--- src/core/fdc_regs_cfg.svh ---
// Address map, field positions, reset values and timing for the drive control registers
// What this block does
// Output bit 4 runs motor zero, bit 5 motor one
// Output bits 6 and 7 always read zero
// Software writes 1CH or 2DH to start drive
// Tape select code picks none, drive 1, 2, 3
// Drive zero never gets tape support
// Accesses to tape drive use tape handling
// Normal mode read: bits 7..2 float
// Software reset keeps tape register contents
// Normal decode of selects and motor lines
// Swapped decode exchanges drives zero and one
// Enhanced mode adds boot drive, type ID fields
// Type ID picks config bit pair by select
// Rate select register is write only
// Latest rate write from either register wins
// Older systems program rate via config control
// Hardware reset loads rate select with 02H
// Software reset keeps rate select contents except the power down bit, which it clears
// Rate select bit layout: reset, power, precomp, rate
// Rate select reset bit resets, then self-clears
// Power down bit; reset or access wakes
// Strap picks swapped decode, normal after reset
`ifndef FDC_REGS_CFG_SVH
`define FDC_REGS_CFG_SVH

`define ADDR_W             10
`define ADDR_OUTPUT_CTRL   10'h3f2
`define ADDR_TAPE_ASSIGN   10'h3f3
`define ADDR_RATE_SELECT   10'h3f4
`define ADDR_DATA_PORT     10'h3f5
`define ADDR_CFG_RATE      10'h3f7

`define OUT_SEL_LSB        0
`define OUT_SEL_MSB        1
`define OUT_RESET_N_BIT    2
`define OUT_DMA_BIT        3
`define OUT_MOTOR0_BIT     4
`define OUT_MOTOR1_BIT     5
`define OUT_RESET_VAL      8'h00

`define TAPE_SEL_LSB       0
`define TAPE_SEL_MSB       1
`define TAPE_BOOT_LSB      2
`define TAPE_BOOT_MSB      3
`define TAPE_TYPE_LSB      4
`define TAPE_TYPE_MSB      5
`define TAPE_SEL_NONE      2'h0

`define RATE_CODE_LSB      0
`define RATE_CODE_MSB      1
`define RATE_SHIFT_LSB     2
`define RATE_SHIFT_MSB     4
`define RATE_PDOWN_BIT     6
`define RATE_SRST_BIT      7
`define RATE_RESET_VAL     8'h02

`define SRST_MIN_NS        100
`define CLK_PERIOD_NS      100
`define SRST_CYCLES        ((`SRST_MIN_NS + `CLK_PERIOD_NS - 1) / `CLK_PERIOD_NS)

`endif

--- src/core/fdc_regs_pkg.sv ---
// Shared types for the drive control registers
package fdc_regs_pkg;
    typedef logic [1:0] drive_code_t;
    typedef logic [7:0] byte_t;
    typedef enum logic {DECODE_NORMAL, DECODE_SWAPPED} decode_order_e;
    typedef enum logic {TAPE_VIEW_NORMAL, TAPE_VIEW_ENHANCED} tape_view_e;
endpackage

--- src/core/drive_line_decode.sv ---
// Drive select and motor line decode for two drives, normal or swapped order
`timescale 1ns/100ps
`include "fdc_regs_cfg.svh"
module drive_line_decode (
    input  wire logic                   clk_sys,
    input  wire logic                   rst_n,
    input  wire fdc_regs_pkg::byte_t    out_ctrl,
    input  wire logic                   swap_order,
    output logic                        drive_pick_zero_low,
    output logic                        drive_pick_one_low,
    output logic                        motor_line_zero_low,
    output logic                        motor_line_one_low
);
    fdc_regs_pkg::drive_code_t sel;
    logic                      mot0;
    logic                      mot1;
    logic                      pick_a;
    logic                      pick_b;

    // Code 00 needs motor 0 bit, code 01 motor 1 bit; 10/11 pick nothing
    assign sel    = out_ctrl[`OUT_SEL_MSB:`OUT_SEL_LSB];
    assign mot0   = out_ctrl[`OUT_MOTOR0_BIT];
    assign mot1   = out_ctrl[`OUT_MOTOR1_BIT];
    assign pick_a = (sel == 2'h0) && mot0;
    assign pick_b = (sel == 2'h1) && mot1;

    // Registered pins so the drives never see decode glitches
    always_ff @(posedge clk_sys) begin
        if (!rst_n) begin
            drive_pick_zero_low <= 1'b1;
            drive_pick_one_low  <= 1'b1;
            motor_line_zero_low <= 1'b1;
            motor_line_one_low  <= 1'b1;
        end else if (swap_order) begin
            drive_pick_zero_low <= ~pick_b;
            drive_pick_one_low  <= ~pick_a;
            motor_line_zero_low <= ~mot1;
            motor_line_one_low  <= ~mot0;
        end else begin
            drive_pick_zero_low <= ~pick_a;
            drive_pick_one_low  <= ~pick_b;
            motor_line_zero_low <= ~mot0;
            motor_line_one_low  <= ~mot1;
        end
    end
endmodule

--- src/core/floppy_drive_control_regs.sv ---
// Host-visible floppy drive control registers: output control, tape assign, rate select
`timescale 1ns/100ps
`include "fdc_regs_cfg.svh"
module floppy_drive_control_regs (
    input  wire logic                   clk_sys,
    input  wire logic                   rst_n,
    // Host I/O bus pins
    input  wire logic [`ADDR_W-1:0]     io_addr,
    input  wire logic [7:0]             io_data_in,
    output logic      [7:0]             io_data_out,
    output logic      [7:0]             io_data_oe,
    input  wire logic                   io_rd_n,
    input  wire logic                   io_wr_n,
    // Configuration inputs from the same clock domain
    input  wire logic                   swap_drives,
    input  wire logic                   enhanced_mode,
    input  wire fdc_regs_pkg::byte_t    drive_kind_config,
    // Drive pins
    output logic                        drive_pick_zero_low,
    output logic                        drive_pick_one_low,
    output logic                        motor_line_zero_low,
    output logic                        motor_line_one_low,
    // Controller-facing state
    output logic                        dma_enable,
    output logic                        ctrl_soft_reset,
    output logic                        low_power,
    output logic      [1:0]             rate_code,
    output logic      [2:0]             write_shift,
    output logic      [1:0]             tape_drive,
    output logic      [1:0]             boot_drive,
    output logic                        tape_handling
);
    // Two-stage synchronisers for every bus pin
    logic [`ADDR_W-1:0] addr_s1_r;
    logic [`ADDR_W-1:0] addr_s2_r;
    logic [7:0]         data_s1_r;
    logic [7:0]         data_s2_r;
    logic               rd_n_s1_r;
    logic               rd_n_s2_r;
    logic               wr_n_s1_r;
    logic               wr_n_s2_r;
    logic               rd_n_d_r;
    logic               wr_n_d_r;

    // Register state
    fdc_regs_pkg::byte_t out_ctrl_r;
    logic [1:0]          tape_sel_r;
    logic [1:0]          boot_sel_r;
    logic [1:0]          rate_r;
    logic [2:0]          shift_r;
    logic                pdown_r;
    logic [3:0]          srst_cnt_r;
    logic [3:0]          srst_cnt_nxt;
    logic                swap_r;

    // Decoded strobes
    logic                wr_stb;
    logic                rd_stb;
    logic                rd_active;
    logic                soft_rst;
    logic                wake;

    fdc_regs_pkg::decode_order_e order;
    fdc_regs_pkg::tape_view_e    view;
    fdc_regs_pkg::drive_code_t   cur_sel;
    logic [1:0]                  type_id;
    fdc_regs_pkg::byte_t         rd_val;
    fdc_regs_pkg::byte_t         rd_oe;

    // Typed copy of the rate select reset word; a bare literal cannot be sliced
    localparam fdc_regs_pkg::byte_t rate_reset_word = `RATE_RESET_VAL;

    // Pins are asynchronous to clk_sys; nothing reads stage one but stage two
    always_ff @(posedge clk_sys) begin
        if (!rst_n) begin
            addr_s1_r <= '0;
            addr_s2_r <= '0;
        end else begin
            addr_s1_r <= io_addr;
            addr_s2_r <= addr_s1_r;
        end
    end

    // Write data stages; the host holds data well past the strobe edge
    always_ff @(posedge clk_sys) begin
        if (!rst_n) begin
            data_s1_r <= 8'h00;
            data_s2_r <= 8'h00;
        end else begin
            data_s1_r <= io_data_in;
            data_s2_r <= data_s1_r;
        end
    end

    // Strobe stages reset to idle high, so no false edge follows reset
    always_ff @(posedge clk_sys) begin
        if (!rst_n) begin
            rd_n_s1_r <= 1'b1;
            rd_n_s2_r <= 1'b1;
            wr_n_s1_r <= 1'b1;
            wr_n_s2_r <= 1'b1;
        end else begin
            rd_n_s1_r <= io_rd_n;
            rd_n_s2_r <= rd_n_s1_r;
            wr_n_s1_r <= io_wr_n;
            wr_n_s2_r <= wr_n_s1_r;
        end
    end

    // Delayed strobes for edge detection
    always_ff @(posedge clk_sys) begin
        if (!rst_n) begin
            rd_n_d_r <= 1'b1;
            wr_n_d_r <= 1'b1;
        end else begin
            rd_n_d_r <= rd_n_s2_r;
            wr_n_d_r <= wr_n_s2_r;
        end
    end

    // Write takes effect on the trailing (rising) edge, when data has settled
    assign wr_stb    = wr_n_s2_r && !wr_n_d_r;
    assign rd_stb    = !rd_n_s2_r && rd_n_d_r;
    assign rd_active = !rd_n_s2_r;

    // Decode order strap, captured on a clock edge, normal from reset
    always_ff @(posedge clk_sys) begin
        if (!rst_n) begin
            swap_r <= 1'b0;
        end else begin
            swap_r <= swap_drives;
        end
    end

    assign order = swap_r ? fdc_regs_pkg::DECODE_SWAPPED : fdc_regs_pkg::DECODE_NORMAL;
    assign view  = enhanced_mode ? fdc_regs_pkg::TAPE_VIEW_ENHANCED
                                 : fdc_regs_pkg::TAPE_VIEW_NORMAL;

    // Output control register; only hardware reset clears it
    always_ff @(posedge clk_sys) begin
        if (!rst_n) begin
            out_ctrl_r <= `OUT_RESET_VAL;
        end else if (wr_stb && addr_s2_r == `ADDR_OUTPUT_CTRL) begin
            out_ctrl_r <= data_s2_r;
        end
    end

    // Tape assign register; soft reset leaves it alone
    always_ff @(posedge clk_sys) begin
        if (!rst_n) begin
            tape_sel_r <= `TAPE_SEL_NONE;
        end else if (wr_stb && addr_s2_r == `ADDR_TAPE_ASSIGN) begin
            tape_sel_r <= data_s2_r[`TAPE_SEL_MSB:`TAPE_SEL_LSB];
        end
    end

    // Boot drive field only exists in the enhanced view
    always_ff @(posedge clk_sys) begin
        if (!rst_n) begin
            boot_sel_r <= 2'h0;
        end else if (wr_stb && addr_s2_r == `ADDR_TAPE_ASSIGN &&
                     view == fdc_regs_pkg::TAPE_VIEW_ENHANCED) begin
            boot_sel_r <= data_s2_r[`TAPE_BOOT_MSB:`TAPE_BOOT_LSB];
        end
    end

    // Shared rate: a write to either register replaces it
    always_ff @(posedge clk_sys) begin
        if (!rst_n) begin
            rate_r <= rate_reset_word[`RATE_CODE_MSB:`RATE_CODE_LSB];
        end else if (wr_stb && (addr_s2_r == `ADDR_RATE_SELECT ||
                                addr_s2_r == `ADDR_CFG_RATE)) begin
            rate_r <= data_s2_r[`RATE_CODE_MSB:`RATE_CODE_LSB];
        end
    end

    // Precompensation field, untouched by soft reset
    always_ff @(posedge clk_sys) begin
        if (!rst_n) begin
            shift_r <= rate_reset_word[`RATE_SHIFT_MSB:`RATE_SHIFT_LSB];
        end else if (wr_stb && addr_s2_r == `ADDR_RATE_SELECT) begin
            shift_r <= data_s2_r[`RATE_SHIFT_MSB:`RATE_SHIFT_LSB];
        end
    end

    // Self-clearing reset pulse, held at least the minimum reset width
    always_comb begin
        srst_cnt_nxt = srst_cnt_r;
        if (wr_stb && addr_s2_r == `ADDR_RATE_SELECT && data_s2_r[`RATE_SRST_BIT]) begin
            srst_cnt_nxt = 4'(`SRST_CYCLES);
        end else if (srst_cnt_r != 4'h0) begin
            srst_cnt_nxt = srst_cnt_r - 4'h1;
        end
    end

    always_ff @(posedge clk_sys) begin
        if (!rst_n) begin
            srst_cnt_r <= 4'h0;
        end else begin
            srst_cnt_r <= srst_cnt_nxt;
        end
    end

    // Either reset source drives the controller reset
    assign soft_rst = !out_ctrl_r[`OUT_RESET_N_BIT] || (srst_cnt_r != 4'h0);

    // Any status or data port access brings the controller out of low power
    assign wake = (rd_stb && addr_s2_r == `ADDR_RATE_SELECT) ||
                  ((rd_stb || wr_stb) && addr_s2_r == `ADDR_DATA_PORT);

    // Manual low power; a setting write in the same cycle as a wake wins
    always_ff @(posedge clk_sys) begin
        if (!rst_n) begin
            pdown_r <= 1'b0;
        end else if (wr_stb && addr_s2_r == `ADDR_RATE_SELECT &&
                     data_s2_r[`RATE_PDOWN_BIT]) begin
            pdown_r <= 1'b1;
        end else if (soft_rst || wake) begin
            pdown_r <= 1'b0;
        end
    end

    // Type ID: one bit pair of the drive kind config, chosen by select code
    assign cur_sel = out_ctrl_r[`OUT_SEL_MSB:`OUT_SEL_LSB];
    assign type_id = drive_kind_config[{cur_sel, 1'b0} +: 2];

    // Read mux; rate select is write only, so its address drives nothing
    always_comb begin
        rd_val = 8'h00;
        rd_oe  = 8'h00;
        unique case (addr_s2_r)
            `ADDR_OUTPUT_CTRL: begin
                rd_val = {2'h0, out_ctrl_r[5:0]};
                rd_oe  = 8'hff;
            end
            `ADDR_TAPE_ASSIGN: begin
                if (view == fdc_regs_pkg::TAPE_VIEW_ENHANCED) begin
                    rd_val = {2'h0, type_id, boot_sel_r, tape_sel_r};
                    rd_oe  = 8'hff;
                end else begin
                    rd_val = {6'h00, tape_sel_r};
                    rd_oe  = 8'h03;
                end
            end
            default: begin
                rd_val = 8'h00;
                rd_oe  = 8'h00;
            end
        endcase
    end

    // Data bus drivers, registered, released when read ends
    always_ff @(posedge clk_sys) begin
        if (!rst_n) begin
            io_data_out <= 8'h00;
            io_data_oe  <= 8'h00;
        end else if (rd_active) begin
            io_data_out <= rd_val;
            io_data_oe  <= rd_oe;
        end else begin
            io_data_out <= 8'h00;
            io_data_oe  <= 8'h00;
        end
    end

    // Controller control outputs from flops
    always_ff @(posedge clk_sys) begin
        if (!rst_n) begin
            dma_enable      <= 1'b0;
            ctrl_soft_reset <= 1'b0;
            low_power       <= 1'b0;
        end else begin
            dma_enable      <= out_ctrl_r[`OUT_DMA_BIT];
            ctrl_soft_reset <= soft_rst;
            low_power       <= pdown_r;
        end
    end

    // Rate outputs; one cycle behind the shared rate register and the precompensation field
    always_ff @(posedge clk_sys) begin
        if (!rst_n) begin
            rate_code       <= 2'h0;
            write_shift     <= 3'h0;
        end else begin
            rate_code       <= rate_r;
            write_shift     <= shift_r;
        end
    end

    // Tape outputs
    always_ff @(posedge clk_sys) begin
        if (!rst_n) begin
            tape_drive      <= 2'h0;
            boot_drive      <= 2'h0;
            tape_handling   <= 1'b0;
        end else begin
            tape_drive      <= tape_sel_r;
            boot_drive      <= boot_sel_r;
            // Code 00 means none, so drive 0 can never be the tape drive
            tape_handling   <= (tape_sel_r != `TAPE_SEL_NONE) &&
                               (tape_sel_r == cur_sel);
        end
    end

    // Select and motor pin decode
    drive_line_decode u_decode (
        .clk_sys             (clk_sys),
        .rst_n               (rst_n),
        .out_ctrl            (out_ctrl_r),
        .swap_order          (order == fdc_regs_pkg::DECODE_SWAPPED),
        .drive_pick_zero_low (drive_pick_zero_low),
        .drive_pick_one_low  (drive_pick_one_low),
        .motor_line_zero_low (motor_line_zero_low),
        .motor_line_one_low  (motor_line_one_low)
    );
endmodule

--- config.mk ---
export PLATFORM = sky130hd
export DESIGN_NAME = floppy_drive_control_regs
export DESIGN_NICKNAME = d
export VERILOG_FILES = /design/src/core/fdc_regs_pkg.sv /design/src/core/drive_line_decode.sv /design/src/core/floppy_drive_control_regs.sv
export VERILOG_INCLUDE_DIRS = /design/src /design/src/core
export SDC_FILE = /design/constraint.sdc
export NUM_CORES = 1
export LEC_CHECK = 0
export BUFFER_PORTS_ARGS = -buffer_cell sky130_fd_sc_hd__buf_2
export CAP_MARGIN = 20
export CORE_MARGIN = 4
export CORE_UTILIZATION = 48
export CTS_CLUSTER_SIZE = 12
export DETAILED_ROUTE_END_ITERATION = 10
export HOLD_SLACK_MARGIN = 0.1
export PLACE_DENSITY_LB_ADDON = 0.08
export SLEW_MARGIN = 10
export SYNTH_ARGS = -nofsm -noshare
export SYNTH_HDL_FRONTEND = slang
export SYNTH_SLANG_ARGS = --single-unit
--- constraint.sdc ---
create_clock -name clk_sys -period 1.7 [get_ports clk_sys]
set_input_delay 0.34 -clock clk_sys [delete_from_list [all_inputs] [get_ports clk_sys]]
set_output_delay 0.34 -clock clk_sys [all_outputs]
set_load 0.02 [all_outputs]
### Yosys cells after proc, flatten, opt, wreduce, memory -nomap -nowiden

Cells that the tools add are included.

| storage, ports and cells | value |
|---|---|
| memories kept | 0 |
| register bits after elaboration | 96 |
| bits in latches | 0 |
| memory bits (writable) | 0 |
| word-level logic and storage cells | 90 |
| ROM bits | 0 |
| input port bits | 32 |
| output and inout bits | 33 |

| cells by class | value |
|---|---|
| add/sub/neg operators | 1 |
| mux-type cells | 14 |
| magnitude comparators | 0 |
| equal/unequal tests | 7 |
| shift-type cells | 1 |
| reductions and logical operators | 29 |
| bitwise logic cells | 5 |
| multipliers | 0 |
| divide/modulo/power cells | 0 |

Operator list:

| cell | count |
|---|---|
| $eq A10 B10 Y1 const B | 5 |
| $pmux W8 S2 | 1 |
| $logic_and A1 B1 Y1 | 14 |
| $pmux W6 S2 | 1 |
| $mux W1 | 10 |
| $mux W8 | 1 |
| $shiftx A8 B4 Y2 | 1 |
| $mux W6 | 1 |
| $reduce_bool A2 Y1 | 3 |
| $logic_or A1 B1 Y1 | 5 |
| $not A1 Y1 | 5 |
| $reduce_bool A4 Y1 | 1 |
| $reduce_or A2 Y1 | 2 |
| $sub A4 B1 Y4 const B | 1 |
| $logic_not A1 Y1 | 3 |
| $eq A2 B1 Y1 const B | 1 |
| $eq A2 B2 Y1 | 1 |
| $logic_not A2 Y1 | 1 |

### Depth between registers and ports, before layout

Gate-level depths: netlist (run 1).

| depth | value |
|---|---|
| depth after elaboration | 8 |
| gate-level depth with buffers | 5 |
| depth with buffers taken out | 5 |

### Hierarchy

From an unflattened synthesis (run 1), not the netlist that was laid out.

| unflattened totals | value |
|---|---|
| cell total of the unflattened synthesis | 292 |
| area, all modules | 3099.2 um2 |

By module, submodules not included:

| module | seq. area each (um2) | times used | cells an instance | area each (um2) |
|---|---|---|---|---|
| floppy_drive_control_regs | 1721.7 | 1 | 277 | 2941.6 |
| drive_line_decode | 80.1 | 1 | 15 | 157.7 |

### Least setup slack after synthesis (run 1)

No wires, ideal clock.

| path | value |
|---|---|
| path type | register -> register |
| start point | register srst_cnt_r[0] |
| end point | register srst_cnt_r[1] |
| library setup time | 86 ps |
| arrival | 1528 ps |
| path slack | 86 ps |
| required time | 1614 ps |
| clock period less this slack | 1614 ps |
| cell stages (with the launch flop) | 6 |
| buffers on the path | 0 |
| path through | dfxtp_1 inv_1 ha_1 nor3b_1 mux2_2 a211oi_1 |

| between the ends | value |
|---|---|
| cells in the longest elaborated chain, start to end | 1 |
| elaborated cells between the ends (all ways) | 2 |
| those cells by class | 1 x add/sub; 1 x reduce/logical |

RTL lines:

| item | RTL line | source |
|---|---|---|
| start, declared | floppy_drive_control_regs.sv:52 | `logic [3:0] srst_cnt_r;` |
| start signal, assigned | floppy_drive_control_regs.sv:200 | `srst_cnt_r <= srst_cnt_nxt;` |
| $sub A4 B1 Y4 / $reduce_bool A4 Y1 (equally long branches) | floppy_drive_control_regs.sv:192, floppy_drive_control_regs.sv:191 |  |

Parallel ways exist; a longest one is shown, timed or not.
A chain may end at the register's enable or synchronous reset.

### Worst setup path in the final report (run 1)

Same ends and word-level chain as after synthesis.

==> metrics.md, run 1 <==
| Metric | Value |
|---|---|
| Outcome | finished, final reports clean |
| Area contributors post-synth | dfxtp_1 58%, and2_1 8.1%, mux2i_1 7.0% |
| Slew Limit Fails | 0 |
| R2R Setup Slk | 150 ps |
| Hold Crit Class | in2reg |
| Per-cell routed wire length | 12.1 µm |
| Sequential-to-total area share from yosys stat | 0.584 |
| Peak VDD IR | 647 µV |
| Static Leak | 0.00164 µW |
| Post-synth EDFFs | 0 |
| Core Util, Final | 0.600 |
| P per Cell Area | 1110 nW/µm² |
| CTS buffer count | 9 |
| Number of top-level pins | 65 |
| Worst Hold Path EP | rd_n_s1_r$_SDFF_PN1_ |
| 1st-pass router iterations | 4 |
| Reg-to-reg critical path startpoint | srst_cnt_r[0]$_SDFFE_PN0P_ |
| Vias in the first global route | 1,823 |
| GRT Util Overall | 0.145 |
| Yosys warns | 0 |
| Area of placed instances | 3390 µm² |
| Hold_buf cts | 0 |
| Endpoints failing hold | 0 |
| H-tree depth | 3 |
| Core Area | 5990 µm² |
| Hold Path Origin | io_rd_n |
| Worst EP arrival | 1810 ps |
| Cell taking the most area after synthesis | dfxtp_1 |
| RD Place Congestion | 0.725 |
| Final wirelength | 5140 µm |
| Reg-to-reg endpoint | srst_cnt_r[1]$_SDFFE_PP0P_ |
| Mapped Cells | 284 |
| Hold path depth | 2 |
| Synth cell types | 39 |
| CP Class | reg2reg |
| CP required | 1960 ps |
| Gr ovfl total | 0 |
| Final WS setup | 146 ps |
| Fin Setup TNS | 0 ps |
| First-pass GRT wire length | 8310 µm |
| Clock sink total | 88 |
| Max Freq | 0.644 GHz |
| Most common cell in the netlist | dfxtp_1 |
| Final hold slack | 180 ps |
| Slew HR | 0.678 |
| Number of max-cap violations | 0 |
| CTS Buffer Depth | 2 |
| Synth Area per Inst | 10.6 µm² |
| Die Area | 7610 µm² |
| Crit. End Element | flop |
| Slew @ Worst Pin | 470 ps |
| Synth top area share | 0.584 |
| Initial DRC count | 102 |
| CTS tree | yes |
| Initial antenna violation count | 0 |
| Total setup buffers inserted after CTS | 0 |
| Initial core utilization | 0.503 |
| Min Tclk post-route | 1550 ps |
| Setup violators final | 0 |
| Main flop type after synthesis | dfxtp_1 |
| Die height | 87.2 µm |
| DRC | 0 |
| Via Count | 1,970 |
| Vias per Instance | 4.62 |
| Synthesis-stage register bit count | 88 |
| Ratio of cells with drive above 1 in the final layout | 0.256 |
| Final instance area | 3600 µm² |
| I/O Buffers | 62 |
| Antenna diodes | 0 |
| Worst Reg-to-Reg Cells | 5 |
| Antenna violation net count after detailed routing | 0 |
| Commonest cells post-synth | 88 x dfxtp_1, 39 x and2_1, 30 x nand2_1 |
| Setup Skew | 7.35 ps |
| Largest net degree at the start of global routing | 69 |
| Synthesized cell area | 3010 µm² |
| Post-synth ARST share | 0 |
| Tcrit/Tclk final | 0.914 |
| Worst-path clk slew | 80 ps |
| RSZ-0062 raised after global routing | false |
| Worst skew pair latency | 340 ps |
| Worst slack, placed | 163 ps |
| Num rows | 28 |
| DP HPWL | 3680 µm |
| CTS-repair resized insts | 0 |
| Startpoint Class | flop |
| Layout area overhead | 19.3% |
| CTS root buf | clkbuf_8 |
| Layout Nets | 381 |
| Die X | 87.2 µm |
| Crit Path Max Fanout | 3 |
[kinds of logic (layout without fill, tap and decap cells)]
family                   Yosys count  after routing  synth area share
adder cells (fa/ha/maj)            2              2           0.00830
flip-flops                        88             88             0.584
buffers and inverters             34            100            0.0535
AO/OA/AOI/OAI                     15             15            0.0315
XOR/XNOR                           4              4            0.0116
other                              1              2           0.00124
AND/OR/NAND/NOR                  115            115             0.225
multiplexers                      25             25            0.0847
[cell usage in the layout (no fill, tap or decap), drive strengths merged, types with 3 or more instances in the layout]
cell type and n:
xnor2 3, nand2b 10, or4 3, nand4 3, inv 14, clkbuf 13, a21oi 5, nand2 30
nor2 7, and2 39, mux2 4, mux2i 21, dfxtp 88, buf 70, nand3 6
[where the power goes]
group	switching, µW	internal, µW
combinational	176	209
sequential	42.1	2150
clock	631	792
total	849	3150
[final cells by class]
class                           count  area, µm²
Clock inverter                      2       37.5
Multi-Input combinational cell    163       1090
Clock buffer                       13        169
Fill cell                         514       2390
Timing Repair Buffer               70        383
Tap cell                           75       93.8
Sequential cell                    88       1760
Inverter                           15       56.3
[how the worst max path moves through the flow]
stage                          startpoint                         end  slack [ps]  cells past startpoint
4_1_cts        srst_cnt_r[0]$_SDFFE_PN0P_  srst_cnt_r[1]$_SDFFE_PP0P_         130                      5
3_5_place_dp      addr_s2_r[7]$_SDFF_PN0_   io_data_out[4]$_SDFF_PP0_         160                      3
5_1_grt        srst_cnt_r[0]$_SDFFE_PN0P_  srst_cnt_r[1]$_SDFFE_PP0P_          20                      5
2_1_floorplan  srst_cnt_r[0]$_SDFFE_PN0P_  srst_cnt_r[1]$_SDFFE_PP0P_          90                      5
6_report       srst_cnt_r[0]$_SDFFE_PN0P_  srst_cnt_r[1]$_SDFFE_PP0P_         150                      5
3_3_place_gp      addr_s2_r[8]$_SDFF_PN0_   io_data_out[5]$_SDFF_PP0_         200                      3
[worst max-delay path, cell delays in order (launching register included)]
cell,delay (ps)
dfxtp_1,320
inv_1,120
ha_1,180
nor3b_1,290
mux2_2,380
a211oi_1,190
[registers in the layout, summed over array words and instances, names as in the netlist, 4 cells and up]
register	count
out_ctrl_r	6
addr_s1_r	10
io_data_out	6
addr_s2_r	10
data_s1_r	8
srst_cnt_r	4
data_s2_r	8
[through the flow]
stage	cells	total power (µW)
2_1_floorplan	285	2500
3_3_place_gp	411	2630
3_5_place_dp	411	2630
4_1_cts	426	4060
5_1_grt	426	4180
6_report	426	4000
[metal layers]
metal	wire [µm]	track usage	up-vias
met2	2390	0.222	61
met5	0	0	-
li1	-	-	1047
met3	369	0.0501	6
met4	52	0.0725	0
met1	2330	0.181	856
Note: power is estimated with default switching activity, not from simulation.
==> run 2, diff against run 1 <==
Settings changed: CELL_PAD_IN_SITES_DETAIL_PLACEMENT set to 0, CELL_PAD_IN_SITES_GLOBAL_PLACEMENT set to 1, CORE_UTILIZATION 48 to 37.
==> run 2 against run 1 <==
Net effect: clock power increased by 5%; die area increased by 27%; critical path depth decreased by 2.
==> metrics.md, run 2 (same netlist as run 1, synthesis figures left out) <==
| Metric | Value |
|---|---|
| Per-cell routed wire length | 12.0 µm |
| M1 GR Usage | 0.153 |
| Sw power | 872 µW |
| CTS Buffer Depth | 2 |
| Largest net degree at the start of global routing | 69 |
| Worst skew pair latency | 330 ps |
| Internal power | 3200 µW |
| Via Count | 1,988 |
| Final instance area | 3640 µm² |
| Hold Path Origin | io_rd_n |
| Core Util, Final | 0.466 |
| H-tree depth | 3 |
| Outcome | finished, final reports clean |
| Antenna violation net count after detailed routing | 0 |
| Min Tclk post-route | 1540 ps |
| CTS tree | yes |
| 1st-pass router iterations | 4 |
| First-pass GRT wire length | 8920 µm |
| Total setup buffers inserted after CTS | 0 |
| Antenna diodes | 0 |
| Sequential Area | 1760 µm² |
| RSZ-0062 raised after global routing | false |
| CP required | 1960 ps |
| P per Cell Area | 1120 nW/µm² |
| Largest delay share family, worst path | simple AND/OR/NAND/NOR gates |
| Endpoints failing hold | 0 |
| Number of max-cap violations | 0 |
| DRC | 0 |
| Buf/Inv on CP | 0 |
| Crit Path Max Fanout | 8 |
| CTS-repair resized insts | 0 |
| Number of top-level pins | 65 |
| Tot Pwr | 4070 µW |
| RD Place Congestion | 0.736 |
| Commonest non-fill, non-tap cell in the layout | dfxtp_1 |
| Setup Skew | 9.73 ps |
| Multi-input logic area | 1090 µm² |
| Initial antenna violation count | 0 |
| Most frequent cells in the layout | 88 x dfxtp_1, 62 x buf_2, 39 x and2_1 |
| CP cell instances | nand3_1 > or4_1 > a31oi_1 |
| Startpoint Class | flop |
| Die Area | 9650 µm² |
| Core Area | 7810 µm² |
| Crit. End Element | flop |
| Final hold slack | 186 ps |
| Initial DRC count | 42 |
| Hold_buf cts | 0 |
| Hold Crit Class | in2reg |
| Peak VDD IR | 492 µV |
| GR Util met2 | 0.174 |
| Clock sink total | 88 |
| Vias per Instance | 4.39 |
| Ratio of cells with drive above 1 in the final layout | 0.259 |
| Die X | 98.3 µm |
| Initial core utilization | 0.386 |
| Top Registers | addr_s1_r x10, addr_s2_r x10 |
| Fillers | 784 |
| Reg-to-reg critical path startpoint | addr_s2_r[9]$_SDFF_PN0_ |
| Layout Nets | 382 |
| Worst EP arrival | 1800 ps |
| Critical path's largest stage delay | 730 ps |
| Final wirelength | 5430 µm |
| GRT Util Overall | 0.117 |
| Layer with the highest usage | met2 |
| Met3 usage | 0.0450 |
| Static Leak | 0.00165 µW |
| CP Class | reg2reg |
| Tcrit/Tclk final | 0.907 |
| Gr ovfl total | 0 |
| Num rows | 32 |
| CTS buffer count | 9 |
| Vias in the first global route | 1,876 |
| Register share of total power | 0.538 |
| DP HPWL | 3850 µm |
| I/O Buffers | 62 |
| Critical Path Source | addr_s2_r[9]$_SDFF_PN0_ |
| CTS root buf | clkbuf_8 |
| Area of placed instances | 3430 µm² |
| Net Sw Frac | 0.214 |
| Clock share of power | 0.367 |
| Die height | 98.3 µm |
| Logic pwr share | 0.095 |
| Slew Limit Fails | 0 |
| Worst-path clk slew | 80 ps |
| Max Freq | 0.649 GHz |
| Critical-path top delay cell | or4_1 |
| Layout area overhead | 20.7% |
| Setup violators final | 0 |
| Fin Setup TNS | 0 ps |
[run 2: cell count changes in the layout (fill, tap and decap cells not counted), sizes merged]
cell      delta
buf          +1
clkinvlp     -1
clkbuf       -3
clkinv       +2
bufinv       +1
[run 2: power groups by stage]
stage | registers (µW) | logic (µW) | clock network [µW]
after global placement | 2240 | 394 | 0
after global routing | 2200 | 429 | 1650
after floorplan | 2230 | 271 | 0
final | 2190 | 389 | 1490
after detailed placement | 2240 | 393 | 0
after CTS | 2190 | 395 | 1560
[run 2: cell type report]
cell class                 instances  area share
clock buffer                      10      0.0378
clock inverter                     4      0.0193
inverter                          15      0.0155
multi-input combinational        163       0.301
sequential                        88       0.484
tap                              102      0.0351
timing repair buffer              71       0.107
[run 2: path summary, 6_finish.rpt]
check	endpoint	slack, ps	depth (start not counted)
max	io_data_out[5]$_SDFF_PP0_	160	3
min	rd_n_s1_r$_SDFF_PN1_	190	2
max reg2reg	io_data_out[5]$_SDFF_PP0_	160	3
min reg2reg	rd_n_s2_r$_SDFF_PN1_	410	1
[run 2: per-stage QoR]
step | cells | setup slack, ps
6_report | 453 | 158
5_1_grt | 453 | 28.8
4_1_cts | 453 | 133
3_5_place_dp | 439 | 159
3_3_place_gp | 439 | 149
2_1_floorplan | 285 | 86.3
[run 2: worst register-to-register path: cells and delay by family (launching register included)]
kind | cells | cell delay [ps]
flip-flops | 1 | 330
AO/OA/AOI/OAI | 1 | 210
AND/OR/NAND/NOR | 2 | 930
[run 2: routing by layer]
metal / up-vias / share of wire / routed length [µm]
met3: 5 / 0.073 / 398
met5: - / 0 / 0
li1: 1054 / - / -
met2: 58 / 0.42 / 2270
met1: 871 / 0.49 / 2680
met4: 0 / 0.014 / 78
